File: src/rtl/cgt_regs.svh
// Constants of the carrier generator timer
`ifndef CGT_REGS_SVH
`define CGT_REGS_SVH
`define CGT_CNT_W        8
`define CGT_CNT_ZERO     8'h00
`define CGT_CKS_W        3
`define CGT_CKS_DIV1     3'h0
`define CGT_CKS_MAX      3'h7
`define CGT_DIV_W        7
`define CGT_XFER_DLY     2'h2
`define CGT_HW_SETTLE    3
`endif

File: src/rtl/cgt_pkg.sv
// Types shared by the carrier generator timer
`default_nettype none
package cgt_pkg;
   typedef logic [7:0] cgt_cnt_t;
   typedef struct packed {
      logic       timer_run_enable;
      logic       partner_timer_enable;
      logic       remote_output_enable;
      logic       output_gate_buffer;
      logic [2:0] count_clock_select;
   } cgt_ctrl_s;
   typedef struct packed {
      logic     compare_match_irq;
      logic     output_gate_active;
      logic     carrier_level;
      cgt_cnt_t count;
   } cgt_stat_s;
   typedef enum logic {CGT_CMP_LOW, CGT_CMP_HIGH} cgt_sel_e;
endpackage
`default_nettype wire

File: src/rtl/cgt_tick_div.sv
// Count clock enable divider: one tick every 2**select system clocks
`default_nettype none
`include "cgt_regs.svh"
module cgt_tick_div (
   input  wire logic       clk_sys,
   input  wire logic       sys_rst,
   input  wire logic [2:0] count_clock_select,
   output logic            tick
);
   logic [`CGT_DIV_W-1:0] div_reg;
   logic [`CGT_DIV_W-1:0] div_next;
   logic [`CGT_DIV_W-1:0] mask;
   assign mask     = (`CGT_DIV_W'(1) << count_clock_select) - `CGT_DIV_W'(1);
   assign div_next = ((div_reg & mask) == mask) ? '0 : div_reg + `CGT_DIV_W'(1);
   assign tick     = (div_reg & mask) == mask;
   always_ff @(posedge clk_sys) begin
      if (sys_rst) begin
         div_reg <= '0;
      end else begin
         div_reg <= div_next;
      end
   end
endmodule
`default_nettype wire

File: src/rtl/cgt_core.sv
// Carrier generator timer: 8-bit alternating compare counter with gated output
// How it works
// RULE1: software keeps compare values between 01H and FFH
// RULE2: new high width needs three count clocks
// RULE3: remote enable set before counting starts
// RULE4: counter stopped while both enables low; code stops it whenever timer_run_enable is low
// RULE5: run starts counting, carrier held inactive
// RULE6: low match: irq, invert, clear, select high
// RULE7: high match: irq, invert, clear, select low
// RULE8: equal compares give half duty carrier
// RULE9: partner irq synchronised into count clock pulse
// RULE10: synced pulse copies gate buffer to active
// RULE11: gate low, carrier low: pin low
// RULE12: gate high passes carrier at rising edge
// RULE13: gate drop keeps current high phase whole
// RULE14: high width write latched until old match
// RULE15: next high match uses new value
// RULE16: pin follows remote enable and gate table
// RULE17: transfer on second count clock after pulse
// RULE18: software never rewrites low width while running
// RULE19: software spaces gate buffer writes two clocks
// RULE20: run clear stops, clears, idles, silences irq
`default_nettype none
`include "cgt_regs.svh"
module cgt_core
   import cgt_pkg::*;
(
   input  wire logic      clk_sys,
   input  wire logic      sys_rst,
   input  wire cgt_ctrl_s ctrl,
   input  wire cgt_cnt_t  low_width_compare,
   input  wire cgt_cnt_t  high_width_compare,
   input  wire logic      high_width_write,
   input  wire logic      partner_timer_irq,
   output var cgt_stat_s  status,
   output logic           carrier_output_pin
);
   import cgt_pkg::*;

   // ------------------------------------------------------------
   // Count clock and partner pulse synchroniser
   // ------------------------------------------------------------
   logic tick;
   cgt_tick_div u_div (
      .clk_sys            (clk_sys),
      .sys_rst            (sys_rst),
      .count_clock_select (ctrl.count_clock_select),
      .tick               (tick)
   );

   logic       irq_meta_reg;
   logic       irq_sync_reg;
   logic       irq_prev_reg;
   logic       irq_seen_reg;
   logic       synced_partner_pulse;
   logic [1:0] xfer_cnt_reg;
   logic       gate_active_reg;

   // Partner pulse may be shorter than a count clock, so catch its edge first
   assign synced_partner_pulse = irq_seen_reg & tick;

   always_ff @(posedge clk_sys) begin
      if (sys_rst) begin
         irq_meta_reg <= 1'b0;
         irq_sync_reg <= 1'b0;
         irq_prev_reg <= 1'b0;
         irq_seen_reg <= 1'b0;
      end else begin
         irq_meta_reg <= partner_timer_irq;                      // [RULE9]
         irq_sync_reg <= irq_meta_reg;
         irq_prev_reg <= irq_sync_reg;
         irq_seen_reg <= (irq_sync_reg & ~irq_prev_reg) | (irq_seen_reg & ~tick); // [RULE9]
      end
   end

   // ------------------------------------------------------------
   // Gate master/slave transfer
   // ------------------------------------------------------------
   always_ff @(posedge clk_sys) begin
      if (sys_rst) begin
         xfer_cnt_reg    <= 2'h0;
         gate_active_reg <= 1'b0;
      end else if (tick) begin
         if (synced_partner_pulse) begin
            xfer_cnt_reg <= `CGT_XFER_DLY - 2'h1;                // [RULE17]
         end else if (xfer_cnt_reg != 2'h0) begin
            xfer_cnt_reg <= xfer_cnt_reg - 2'h1;
         end
         if (xfer_cnt_reg == 2'h1) begin
            gate_active_reg <= ctrl.output_gate_buffer;          // [RULE10] [RULE17]
         end
      end
   end

   // ------------------------------------------------------------
   // Counter, compare select and carrier
   // ------------------------------------------------------------
   cgt_cnt_t count_reg;
   cgt_cnt_t high_active_reg;
   cgt_cnt_t high_latch_reg;
   logic     high_pend_reg;
   cgt_sel_e sel_reg;
   logic     carrier_reg;
   logic     started_reg;
   logic     irq_reg;
   logic     running;
   cgt_cnt_t cmp_value;
   logic     match;

   assign running   = ctrl.timer_run_enable;                      // [RULE4]
   assign cmp_value = (sel_reg == CGT_CMP_LOW) ? low_width_compare : high_active_reg;
   assign match     = running & started_reg & tick & (count_reg == cmp_value);

   always_ff @(posedge clk_sys) begin
      if (sys_rst) begin
         high_latch_reg <= `CGT_CNT_ZERO;
         high_pend_reg  <= 1'b0;
      end else if (high_width_write) begin
         high_latch_reg <= high_width_compare;                   // [RULE14]
         high_pend_reg  <= 1'b1;
      end else if (match && sel_reg == CGT_CMP_HIGH) begin
         high_pend_reg  <= 1'b0;
      end
   end

   always_ff @(posedge clk_sys) begin
      if (sys_rst) begin
         count_reg       <= `CGT_CNT_ZERO;
         high_active_reg <= `CGT_CNT_ZERO;
         sel_reg         <= CGT_CMP_LOW;
         carrier_reg     <= 1'b0;
         started_reg     <= 1'b0;
         irq_reg         <= 1'b0;
      end else if (!running) begin
         count_reg   <= `CGT_CNT_ZERO;                            // [RULE20]
         sel_reg     <= CGT_CMP_LOW;
         carrier_reg <= 1'b0;
         started_reg <= 1'b0;
         irq_reg     <= 1'b0;
         // A write just before run must still be the first high width
         if (high_width_write) begin
            high_active_reg <= high_width_compare;               // [RULE14]
         end else if (high_pend_reg) begin
            high_active_reg <= high_latch_reg;
         end
      end else begin
         irq_reg <= match;                                       // [RULE6] [RULE7]
         if (tick && !started_reg) begin
            started_reg <= 1'b1;                                 // [RULE5]
         end else if (match) begin
            count_reg   <= `CGT_CNT_ZERO;                         // [RULE6] [RULE7]
            carrier_reg <= ~carrier_reg;                         // [RULE8]
            sel_reg     <= (sel_reg == CGT_CMP_LOW) ? CGT_CMP_HIGH : CGT_CMP_LOW;
            if (sel_reg == CGT_CMP_HIGH && high_pend_reg) begin
               high_active_reg <= high_latch_reg;                // [RULE14] [RULE15]
            end
         end else if (tick) begin
            count_reg <= count_reg + 8'h01;
         end
      end
   end

   // ------------------------------------------------------------
   // Output gating
   // ------------------------------------------------------------
   logic pass_reg;
   logic pin_reg;
   logic carrier_rise;
   logic pass_next;
   logic pin_next;

   assign carrier_rise = match & ~carrier_reg;
   // Gate opens only on a carrier rise and closes only once the high phase ends
   assign pass_next = carrier_rise ? gate_active_reg :            // [RULE12]
                      (~carrier_reg ? 1'b0 : pass_reg);           // [RULE13]
   assign pin_next  = ~ctrl.remote_output_enable ? gate_active_reg : // [RULE16]
                      (carrier_rise ? gate_active_reg :
                       (match ? 1'b0 : (carrier_reg & pass_reg))); // [RULE11]

   always_ff @(posedge clk_sys) begin
      if (sys_rst) begin
         pass_reg <= 1'b0;
         pin_reg  <= 1'b0;
      end else begin
         pass_reg <= pass_next;
         pin_reg  <= pin_next;
      end
   end

   assign carrier_output_pin        = pin_reg;
   assign status = '{compare_match_irq:  irq_reg,
                     output_gate_active: gate_active_reg,
                     carrier_level:      carrier_reg,
                     count:              count_reg};

   // ------------------------------------------------------------
   // Checks
   // ------------------------------------------------------------
   property p_stop;
      @(posedge clk_sys) disable iff (sys_rst)
      !running |=> (count_reg == 8'h00) && !carrier_reg && !irq_reg;
   endproperty
   a_stop: assert property (p_stop) else $error("counter not stopped"); // [RULE4] [RULE20]

   property p_start_idle;
      @(posedge clk_sys) disable iff (sys_rst)
      $rose(running) |=> !carrier_reg;
   endproperty
   a_start_idle: assert property (p_start_idle) else $error("carrier active at start"); // [RULE5]

   property p_low_match;
      @(posedge clk_sys) disable iff (sys_rst)
      (match && sel_reg == CGT_CMP_LOW) |=> irq_reg && carrier_reg && count_reg == 8'h00
         && sel_reg == CGT_CMP_HIGH;
   endproperty
   a_low_match: assert property (p_low_match) else $error("low match effect wrong"); // [RULE6]

   property p_high_match;
      @(posedge clk_sys) disable iff (sys_rst)
      (match && sel_reg == CGT_CMP_HIGH && running) |=> irq_reg && !carrier_reg
         && sel_reg == CGT_CMP_LOW;
   endproperty
   a_high_match: assert property (p_high_match) else $error("high match effect wrong"); // [RULE7]

   property p_toggle_only_on_match;
      @(posedge clk_sys) disable iff (sys_rst)
      running && !match |=> $stable(carrier_reg);
   endproperty
   a_toggle_only_on_match: assert property (p_toggle_only_on_match) else $error("stray toggle"); // [RULE8]

   property p_transfer;
      @(posedge clk_sys) disable iff (sys_rst)
      (tick && xfer_cnt_reg == 2'h1) |=> gate_active_reg == $past(ctrl.output_gate_buffer);
   endproperty
   a_transfer: assert property (p_transfer) else $error("gate transfer lost"); // [RULE10] [RULE17]

   property p_pin_low;
      @(posedge clk_sys) disable iff (sys_rst)
      (!gate_active_reg && !carrier_reg && !pass_reg) |=> !pin_reg;
   endproperty
   a_pin_low: assert property (p_pin_low) else $error("pin not low"); // [RULE11]

   property p_hold_high;
      @(posedge clk_sys) disable iff (sys_rst)
      (ctrl.remote_output_enable && pin_reg && carrier_reg && !match) |=> pin_reg;
   endproperty
   a_hold_high: assert property (p_hold_high) else $error("high phase cut"); // [RULE13]

   property p_new_high;
      @(posedge clk_sys) disable iff (sys_rst)
      (match && sel_reg == CGT_CMP_HIGH && high_pend_reg && running)
         |=> high_active_reg == $past(high_latch_reg);
   endproperty
   a_new_high: assert property (p_new_high) else $error("latched value not applied"); // [RULE14] [RULE15]

   property p_irq_pulse;
      @(posedge clk_sys) disable iff (sys_rst)
      irq_reg |=> !irq_reg;
   endproperty
   a_irq_pulse: assert property (p_irq_pulse) else $error("irq wider than one clock"); // [RULE6] [RULE7]

   property p_count_step;
      @(posedge clk_sys) disable iff (sys_rst)
      (running && started_reg && tick && !match) |=> count_reg == $past(count_reg) + 8'h01;
   endproperty
   a_count_step: assert property (p_count_step) else $error("count did not step"); // [RULE5]

   property p_count_hold;
      @(posedge clk_sys) disable iff (sys_rst)
      (running && !tick) |=> $stable(count_reg);
   endproperty
   a_count_hold: assert property (p_count_hold) else $error("count moved off tick"); // [RULE5]

   property p_sync_pulse;
      @(posedge clk_sys) disable iff (sys_rst)
      synced_partner_pulse |=> xfer_cnt_reg == 2'h1;
   endproperty
   a_sync_pulse: assert property (p_sync_pulse) else $error("pulse not armed"); // [RULE9] [RULE17]

   property p_latch_hold;
      @(posedge clk_sys) disable iff (sys_rst)
      (running && !(match && sel_reg == CGT_CMP_HIGH)) |=> $stable(high_active_reg);
   endproperty
   a_latch_hold: assert property (p_latch_hold) else $error("high width changed early"); // [RULE14]

   property p_gate_hold;
      @(posedge clk_sys) disable iff (sys_rst)
      !(tick && xfer_cnt_reg == 2'h1) |=> $stable(gate_active_reg);
   endproperty
   a_gate_hold: assert property (p_gate_hold) else $error("gate moved off transfer"); // [RULE10]

   property p_remote_off;
      @(posedge clk_sys) disable iff (sys_rst)
      !ctrl.remote_output_enable |=> pin_reg == $past(gate_active_reg);
   endproperty
   a_remote_off: assert property (p_remote_off) else $error("pin not equal to gate"); // [RULE16]

   property p_closed_rise;
      @(posedge clk_sys) disable iff (sys_rst)
      (carrier_rise && !gate_active_reg && ctrl.remote_output_enable) |=> !pin_reg;
   endproperty
   a_closed_rise: assert property (p_closed_rise) else $error("closed gate passed rise"); // [RULE11] [RULE12]
endmodule
`default_nettype wire

File: config.mk
export PLATFORM = sky130hd
export DESIGN_NAME = cgt_core
export DESIGN_NICKNAME = d
export VERILOG_FILES = /design/src/rtl/cgt_pkg.sv /design/src/rtl/cgt_tick_div.sv /design/src/rtl/cgt_core.sv
export VERILOG_INCLUDE_DIRS = /design/src /design/src/rtl
export SDC_FILE = /design/constraint.sdc
export NUM_CORES = 1
export LEC_CHECK = 0
export ABC_CLOCK_PERIOD_IN_PS = 6500
export BUFFER_PORTS_ARGS = -buffer_cell sky130_fd_sc_hd__buf_2
export CAP_MARGIN = 20
export CORE_UTILIZATION = 59
export DETAILED_ROUTE_END_ITERATION = 8
export GPL_ROUTABILITY_DRIVEN = 1
export PLACE_DENSITY = 0.95
export SETUP_SLACK_MARGIN = 0.05
export SYNTH_ARGS = -nofsm -noshare
export SYNTH_HDL_FRONTEND = slang
export SYNTH_SLANG_ARGS = --single-unit
File: constraint.sdc
create_clock -name clk_sys -period 6.5 [get_ports clk_sys]
set_clock_uncertainty 0.15 [all_clocks]
set_input_delay 0.65 -clock clk_sys [delete_from_list [all_inputs] [get_ports clk_sys]]
set_output_delay 0.65 -clock clk_sys [all_outputs]
set_load 0.005 [all_outputs]
==> Word-level counts from Yosys, hierarchy flattened <==
Index checks and enable logic that the tools add are counted.
{ "classes": {"addsub": 4, "eq_ne": 7, "shifts": 1, "n_mux": 19, "bitwise": 15, "n_reduce_logical": 16} }
{ "op_table": {"columns": ["operator", "n"], "rows": [
  ["$mux 8", 9],
  ["$add 8x1->8 const B", 1],
  ["$and 1x1->1", 8],
  ["$eq 8x8->1", 1],
  ["$mux 1", 8],
  ["$reduce_and 2->1", 4],
  ["$reduce_bool 2->1", 4],
  ["$add 7x1->7 const B", 1],
  ["$and 7x7->7", 1],
  ["$eq 7x7->1", 1],
  ["$shl 1x3->7 const A", 1],
  ["$sub 7x2->7 const B", 1],
  ["$ne 2x1->1 const B", 3],
  ["$not 1->1", 5],
  ["$mux 2", 2],
  ["$reduce_and 4->1", 1],
  ["$reduce_or 2->1", 2],
  ["$logic_and 1x1->1", 3],
  ["$reduce_bool 3->1", 1],
  ["$eq 2x1->1 const B", 1],
  ["$ne 2x2->1 const B", 1],
  ["$sub 2x1->2 const B", 1],
  ["$logic_not 1->1", 1],
  ["$or 1x1->1", 1]
]} }
{ "word_totals": {"ff_bits": 45, "input_bits": 27, "wordCells": 79} }

==> Longest topological paths before layout <==
Gate-level depths: netlist of run 1.
{ "depth": {"depth_word": 9, "depth_mapped": 8, "mapped_depth_nobuf": 6} }

==> Hierarchy <==
A second synthesis of run 1 with hierarchy kept.
{ "unflattened": {"hier_cells": 229, "area_unflattened_um2": 2205.9} }
{ "by_module_without_submodules": {"columns": ["module", "n_inst", "cells_each", "area_each_um2", "seq_area_each_um2"], "rows": [
  ["cgt_core", 1, 188, 1844.3, 760.7],
  ["cgt_tick_div", 1, 41, 361.6, 140.1]
]} }

==> Worst setup path before layout of run 1 <==
Ideal clock, no wire load.
{ "synth_timing": {"kind": "input-to-reg", "from": "in ctrl[0] (netlist bit)", "to": "reg high_active_reg[0]", "arrival_ns": 2.167, "required_ns": 6.229, "slack_ns": 4.062, "path_stages": 8, "path_cell_list": "o21ba_2 -> o21ai_1 -> and3_1 -> buf_4 -> and2_0 -> clkbuf_1 -> a41oi_4 -> mux2_2"} }
{ "synth_between": {"elab_chain_cells": 8} }
{ "synth_rtl": {"columns": ["element", "line", "rtl"], "rows": [
  ["start, declared", "cgt_core.sv:30", "input wire cgt_ctrl_s ctrl,"],
  ["$shl 1x3->7 (no source line) (*)", null, null],
  ["$sub 7x2->7 (*)", "cgt_tick_div.sv:13", "assign mask = (`CGT_DIV_W'(1) << count_clock_select) - `CGT_DIV_W'(1);"],
  ["$and 7x7->7", "cgt_tick_div.sv:15", "assign tick = (div_reg & mask) == mask;"],
  ["$eq 7x7->1 (*)", "cgt_tick_div.sv:15", null],
  ["$and 1x1->1 (2 in series)", "cgt_core.sv:112", "assign match = running & started_reg & tick & (count_reg == cmp_value);"],
  ["$ne 2x1->1 (no source line)", null, null],
  ["$reduce_and 4->1 (no source line) (*)", null, null],
  ["end signal, assigned", "cgt_core.sv:129", "high_active_reg <= `CGT_CNT_ZERO;"],
  ["end signal, assigned", "cgt_core.sv:142", "high_active_reg <= high_width_compare;"],
  ["end signal, assigned", "cgt_core.sv:144", "high_active_reg <= high_latch_reg;"],
  ["end, declared", "cgt_core.sv:99", "cgt_cnt_t high_active_reg;"]
]} }
Every way passes the cells marked *; elsewhere a longest branch is shown, timed or not.
A chain may end at the register's enable or synchronous reset.

==> Worst setup path after layout of run 1 <==
{ "layout_timing": {"from": "reg sel_reg", "to": "reg high_active_reg[0]"} }
{ "layout_between": {"elab_chain_cells": 5} }
{ "layout_rtl": {"columns": ["element", "line", "rtl"], "rows": [
  ["start, declared", "cgt_core.sv:102", "cgt_sel_e sel_reg;"],
  ["start signal, assigned", "cgt_core.sv:153", "sel_reg <= (sel_reg == CGT_CMP_LOW) ? CGT_CMP_HIGH : CGT_CMP_LOW;"],
  ["$mux 8", "cgt_core.sv:111", "assign cmp_value = (sel_reg == CGT_CMP_LOW) ? low_width_compare : high_active_reg;"],
  ["$eq 8x8->1", "cgt_core.sv:112", null],
  ["$and 1x1->1", "cgt_core.sv:112", null],
  ["$ne 2x1->1 (no source line)", null, null],
  ["$reduce_and 4->1 (no source line) (*)", null, null]
]} }
Marks and branches as above.

==> run_results.csv, run 1 <==
group,metric,value,unit
critical_path,reg2reg_slack,3.92,ns
synthesis,synth_warnings,0,
synthesis,synthFlopType,"dfxtp_1",
grt,grt_overflow,0,
cts,cts_tree,"done",
timing,worst_pin_slew,0.861,ns
layout,drive_above_1_share,20.8,%
detailed_routing,routed_wl,3.99,mm
layout,fin_cells,315,
detailed_routing,dr.pass1.iters,4,
detailed_routing,vias,1676,
layout,mostFrequentLayoutCells,"dfxtp_1, buf_2, nor2_1",
cts,cts_setup_buffers,0,
synthesis,yosysSeqAreaShare,40.9,%
hold_path,hold_start,"started_reg",
synthesis,synth_top_cell_by_area,"dfxtp_1",
floorplan,dieArea,3990,µm²
detailed_routing,viasPerCell,5.32,
synthesis,ys_ff_latch,45,
grt,grt_max_degree,36,
place,pre_cts_ws,3.70,ns
critical_path,startpoint_type,"flop",
synthesis,synth_top_area_share,40.9,%
hold_path,hp-class,"flop to flop",
place,port_buffers,37,
pwr,p_leak,1.02,nW
timing,hold_ws,0.297,ns
synthesis,synthesis.instances,236,
layout,final_nets,300,
pwr,total_power,0.512,mW
layout,diodes,0,
floorplan,io_pins,39,
detailed_routing,drt_iter0_markers,80,
timing,final-setup-viol-count,0,
grt,grt_usage,23.0,%
floorplan,coreArea,3470,µm²
layout,nFillCells,268,
critical_path,r2r-end,"high_active_reg[0]",
place,place_hpwl,2.91,mm
timing,rsz0062_at_grt,"no",
timing,hold_viol,0,
cts,cts.sinks,45,
synthesis,yosysUniqueCellTypes,40,
synthesis,synthArstFlopShare,0,%
timing,fmax,387,MHz
pwr,seqPwrFrac,56.6,%
detailed_routing,wl_per_cell,12.7,µm
timing,relSlewSlack,42.4,%
cts,postCtsHoldBufs,0,
critical_path,cp.arrival,2.62,ns
cts,path_clk_slew,0.07,ns
cts,cts_buffer_depth,2,
critical_path,reg2reg_depth,6,
pwr,power_density,208,nW/µm²
critical_path,worstPathRequired,6.54,ns
layout,multi_input_area,1190,µm²
hold_path,hold_end,"started_reg",
grt,grt_pass1_wl,7.15,mm
critical_path,end_kind,"flop",
cts,cts_resized,0,
timing,period_needed,2.58,ns
pwr,pwr-share-clk,33.8,%
outcome,run_status,"completed",
floorplan,row_count,21,
grt,grt_pass1_vias,1637,
synthesis,ys_top_cells_by_area,"dfxtp_1, mux2i_1, nor2_1, xor2_1, mux2_2",
pwr,combPwrFrac,9.6,%
timing,setup_ws,3.92,ns
detailed_routing,ant_nets,0,
synthesis,synth_fp_nets,267,
timing,slew_violations,0,
timing,tns,0,ns
grt,antenna_found_initial,0,
cts,htree_levels,2,
hold_path,whs_path_depth,2,
cts,cts_inserted_buffers,5,
cts,cts-root-buf,"clkbuf_8",
pwr,switching_share,23.4,%
timing,period_share,39.7,%
synthesis,synth_area,2200,µm²
detailed_routing,route.detailed.drc,0,
critical_path,critPathMaxFanout,11,
synthesis,synth.avg_cell_area,9.34,µm²
pwr,power.switching,0.120,mW
critical_path,setup.worst_path.class,"flop to flop",
floorplan,die_y,63.1,µm
floorplan,initial_core_util,63.6,%
place,dp.cells,308,
pwr,p_int,0.392,mW
cts,clock_latency,0.30,ns
layout,regArea,901,µm²
synthesis,synth_edf_count,0,
run,drv_cap,0,
place,gp_congestion,0.822,
floorplan,die_w,63.1,µm
layout,area_growth,12.0,%
layout,layout_commonest_cell,"dfxtp_1",
critical_path,r2r_start,"sel_reg",
pwr,irDropWorstVdd,0.000206,V
## power by group through the flow
stage / clock network, mW / registers, mW / logic, mW
2_1_floorplan: 0 / 0.295 / 0.0347
3_3_place_gp: 0 / 0.296 / 0.0476
3_5_place_dp: 0 / 0.296 / 0.0491
4_1_cts: 0.176 / 0.290 / 0.0496
5_1_grt: 0.191 / 0.292 / 0.0555
6_report: 0.173 / 0.290 / 0.0493
## worst max path at each step
stage	startpoint	depth (start not counted)	endpoint	slack (ns)
after floorplan	ctrl[0]	8	high_active_reg[0]	4.06
after global placement	ctrl[0]	7	high_active_reg[7]	3.76
after detailed placement	ctrl[0]	7	high_active_reg[0]	3.70
after CTS	sel_reg	6	high_active_reg[0]	3.89
after global routing	sel_reg	6	high_active_reg[1]	3.71
final	sel_reg	6	high_active_reg[0]	3.92
## cells in the mapped netlist, types with 2 or more instances
| cell | instances |
|---|---|
| nand2_1 | 7 |
| and2_1 | 3 |
| xor2_1 | 11 |
| nand2b_1 | 4 |
| ha_1 | 4 |
| mux2i_1 | 25 |
| nand4_1 | 5 |
| xnor2_1 | 9 |
| clkbuf_1 | 5 |
| nor2b_1 | 13 |
| buf_4 | 4 |
| inv_1 | 12 |
| nand4b_1 | 2 |
| and3_1 | 2 |
| o21ai_0 | 3 |
| nor2_1 | 36 |
| mux2_2 | 8 |
| or3_1 | 2 |
| o31ai_1 | 2 |
| dfxtp_1 | 45 |
| nand3_1 | 7 |
| a21oi_1 | 8 |
| o21ai_1 | 2 |
## metal layers
layer	global-route usage (%)	share of wire [%]	vias up
li1	-	-	861
met1	26.6	45	758
met2	36.6	46	43
met3	7.61	5.2	14
met4	14.0	3.3	0
met5	0	0	-
## cell families (layout without fill, tap and decap cells)
family	Yosys count	in the layout	share of synthesized area, %
buffers and inverters	23	56	4.99
adder cells (fa/ha/maj)	4	4	2.27
XOR/XNOR	20	20	7.95
AO/OA/AOI/OAI	23	23	7.49
AND/OR/NAND/NOR	88	88	21.0
flip-flops	45	45	40.9
multiplexers	33	33	15.4
## critical path, stage by stage (launching register included)
cell	delay [ns]
dfxtp_1	0.70
mux2i_1	0.31
xnor2_1	0.10
nor4_2	0.33
and4bb_4	0.32
a41oi_4	0.21
mux2_2	0.35
## metrics by stage
| step | util [%] | cell area (µm²) |
|---|---|---|
| after floorplan | - | 2200 |
| after global placement | 68.7 | 2380 |
| after detailed placement | 68.7 | 2380 |
| after CTS | 71.2 | 2470 |
| after global routing | 71.2 | 2470 |
| final | 71.2 | 2470 |
## cell type report
type	instances	area share [%]
clock buffer	7	3.50
inverter	12	1.82
multi-input combinational	168	48.4
sequential	45	36.5
tap	46	2.33
timing repair buffer	37	7.50
(Power assumes the default switching activity.)
==> run 2: changes to the inputs <==
ABC_CLOCK_PERIOD_IN_PS = 2300   (was 6500)
CORE_UTILIZATION = 50   (was 59)
PLACE_DENSITY = 0.87   (was 0.95)
clock period = 2.3 ns   (was 6.5 ns; I/O delays follow)
==> run 2 against run 1 <==
Worst setup slack got worse by 3.8 ns. Fmax is 18% higher. Global-route usage decreased by 3.3 points. Sequential share of layout area is 2.3 points lower. Largest cell class unchanged. Critical path depth rose by 1. Via count rose by 1.0%. Highest routed layer unchanged. Critical endpoint is now carrier_reg. Sequential cell count unchanged.
==> run_results.csv, run 2 (synthesis gave the netlist of run 1 again) <==
group,metric,value,unit
grt,grt_usage,19.7,%
timing,slew_violations,0,
timing,relSlewSlack,75.4,%
layout,fin_area,2640,µm²
critical_path,startpoint_type,"flop",
cts,cts_buffer_depth,2,
outcome,run_status,"completed",
cts,cts_inserted_buffers,5,
critical_path,critPathMaxFanout,10,
floorplan,io_pins,39,
critical_path,setup.worst_path.class,"flop to flop",
timing,fmax,458,MHz
timing,final-setup-viol-count,0,
detailed_routing,ant_nets,0,
critical_path,worstSetupStartpoint,"sel_reg",
detailed_routing,drt_iter0_markers,79,
grt,antenna_found_initial,0,
layout,nFillCells,343,
layout,layout_commonest_cell,"dfxtp_1",
layout,diodes,0,
place,place_hpwl,2.96,mm
timing,tns,0,ns
run,drv_cap,0,
detailed_routing,viasPerCell,5.10,
pwr,p_leak,1.11,nW
floorplan,die_w,68.4,µm
critical_path,reg2reg_depth,7,
cts,cts_tree,"done",
place,dp.cells,321,
pwr,irDropWorstVdd,0.000379,V
layout,mostFrequentLayoutCells,"dfxtp_1, buf_2, nor2_1",
floorplan,initial_core_util,53.6,%
hold_path,hold_start,"high_width_compare[6]",
critical_path,cp.arrival,2.27,ns
grt,grt_max_degree,22,
floorplan,die_y,68.4,µm
floorplan,row_count,23,
hold_path,hold_end,"high_latch_reg[6]",
place,gp_congestion,0.827,
cts,path_clk_slew,0.08,ns
critical_path,reg2reg_slack,0.12,ns
layout,drive_above_1_share,25.9,%
pwr,power_density,630,nW/µm²
floorplan,dieArea,4680,µm²
detailed_routing,dr.pass1.iters,4,
cts,cts-root-buf,"clkbuf_8",
critical_path,r2r-end,"carrier_reg",
layout,area_growth,19.6,%
critical_path,end_kind,"flop",
cts,cts.sinks,45,
timing,period_share,94.8,%
cts,clock_latency,0.30,ns
timing,rsz0062_at_grt,"yes",
timing,hold_viol,0,
detailed_routing,wl_per_cell,12.3,µm
floorplan,coreArea,4120,µm²
timing,period_needed,2.18,ns
place,dpl-instance-area,2470,µm²
grt,grt_pass1_wl,6.74,mm
grt,grt_overflow,0,
hold_path,whs_path_depth,3,
timing,worst_pin_slew,0.369,ns
grt,grt_pass1_vias,1525,
detailed_routing,vias,1693,
cts,htree_levels,2,
detailed_routing,routed_wl,4.09,mm
layout,fin_cells,332,
detailed_routing,route.detailed.drc,0,
pwr,total_power,1.66,mW
critical_path,r2r_start,"sel_reg",
layout,final_nets,312,
critical_path,worstPathRequired,2.39,ns
place,port_buffers,37,
hold_path,hp-class,"input port to flop",
run 2: metal layers:
| metal | routed length (µm) | up-vias | share of wire, % | track usage, % |
|---|---|---|---|---|
| met2 | 1890 | 44 | 46 | 30.3 |
| li1 | - | 885 | - | - |
| met5 | 0 | - | 0 | 0 |
| met4 | 47 | 0 | 1.1 | 9.64 |
| met1 | 1970 | 757 | 48 | 25.2 |
| met3 | 189 | 7 | 4.6 | 5.67 |
run 2: layout make-up:
| class | count | area, µm² | area share (%) |
|---|---|---|---|
| Inverter | 12 | 45.0 | 1.71 |
| Clock buffer | 5 | 68.8 | 2.61 |
| Multi-Input combinational cell | 168 | 1200 | 45.6 |
| Timing Repair Buffer | 49 | 290 | 11.0 |
| Clock inverter | 3 | 65.1 | 2.47 |
| Tap cell | 50 | 62.6 | 2.37 |
| Sequential cell | 45 | 902 | 34.2 |
run 2: repair_timing:
| item | 4_1_cts | 5_1_grt |
|---|---|---|
| endpoints found under the hold margin | 1 | 0 |
| setup buffers | 0 | 2 |
| endpoints found under the setup margin | 0 | 17 |
| resized for setup | 0 | 4 |
| hold buffers | 1 | 0 |
run 2: stage by stage:
step                      utilization (%)  setup WS, ns  hold slack [ns]
after global placement               60.0         0.116            0.266
after floorplan                         -        0.0918            0.208
final                                64.1         0.119           0.0297
after detailed placement             60.0        0.0788            0.279
after CTS                            63.5        0.0658           0.0194
after global routing                 64.1       0.00451           0.0281
run 2: where the power goes:
| part | internal, mW | switching (mW) |
|---|---|---|
| combinational | 0.0721 | 0.0744 |
| clock | 0.431 | 0.263 |
| sequential | 0.803 | 0.0167 |
run 2: worst max-delay path, stage by stage (launching register included):
cell	delay, ns
dfxtp_2	0.35
buf_12	0.13
mux2i_1	0.22
xnor2_1	0.09
nor4_2	0.32
nand4bb_1	0.28
or3_1	0.46
a21oi_2	0.13
run 2: how the worst max path moves through the flow:
| stage | to | depth (start not counted) | slack, ns |
|---|---|---|---|
| finish | carrier_reg | 7 | 0.12 |
| global route | carrier_reg | 7 | 0.005 |
| detailed placement | high_active_reg[2] | 7 | 0.08 |
| CTS | high_active_reg[2] | 7 | 0.07 |
| global placement | high_active_reg[4] | 7 | 0.12 |
| floorplan | high_active_reg[0] | 8 | 0.09 |
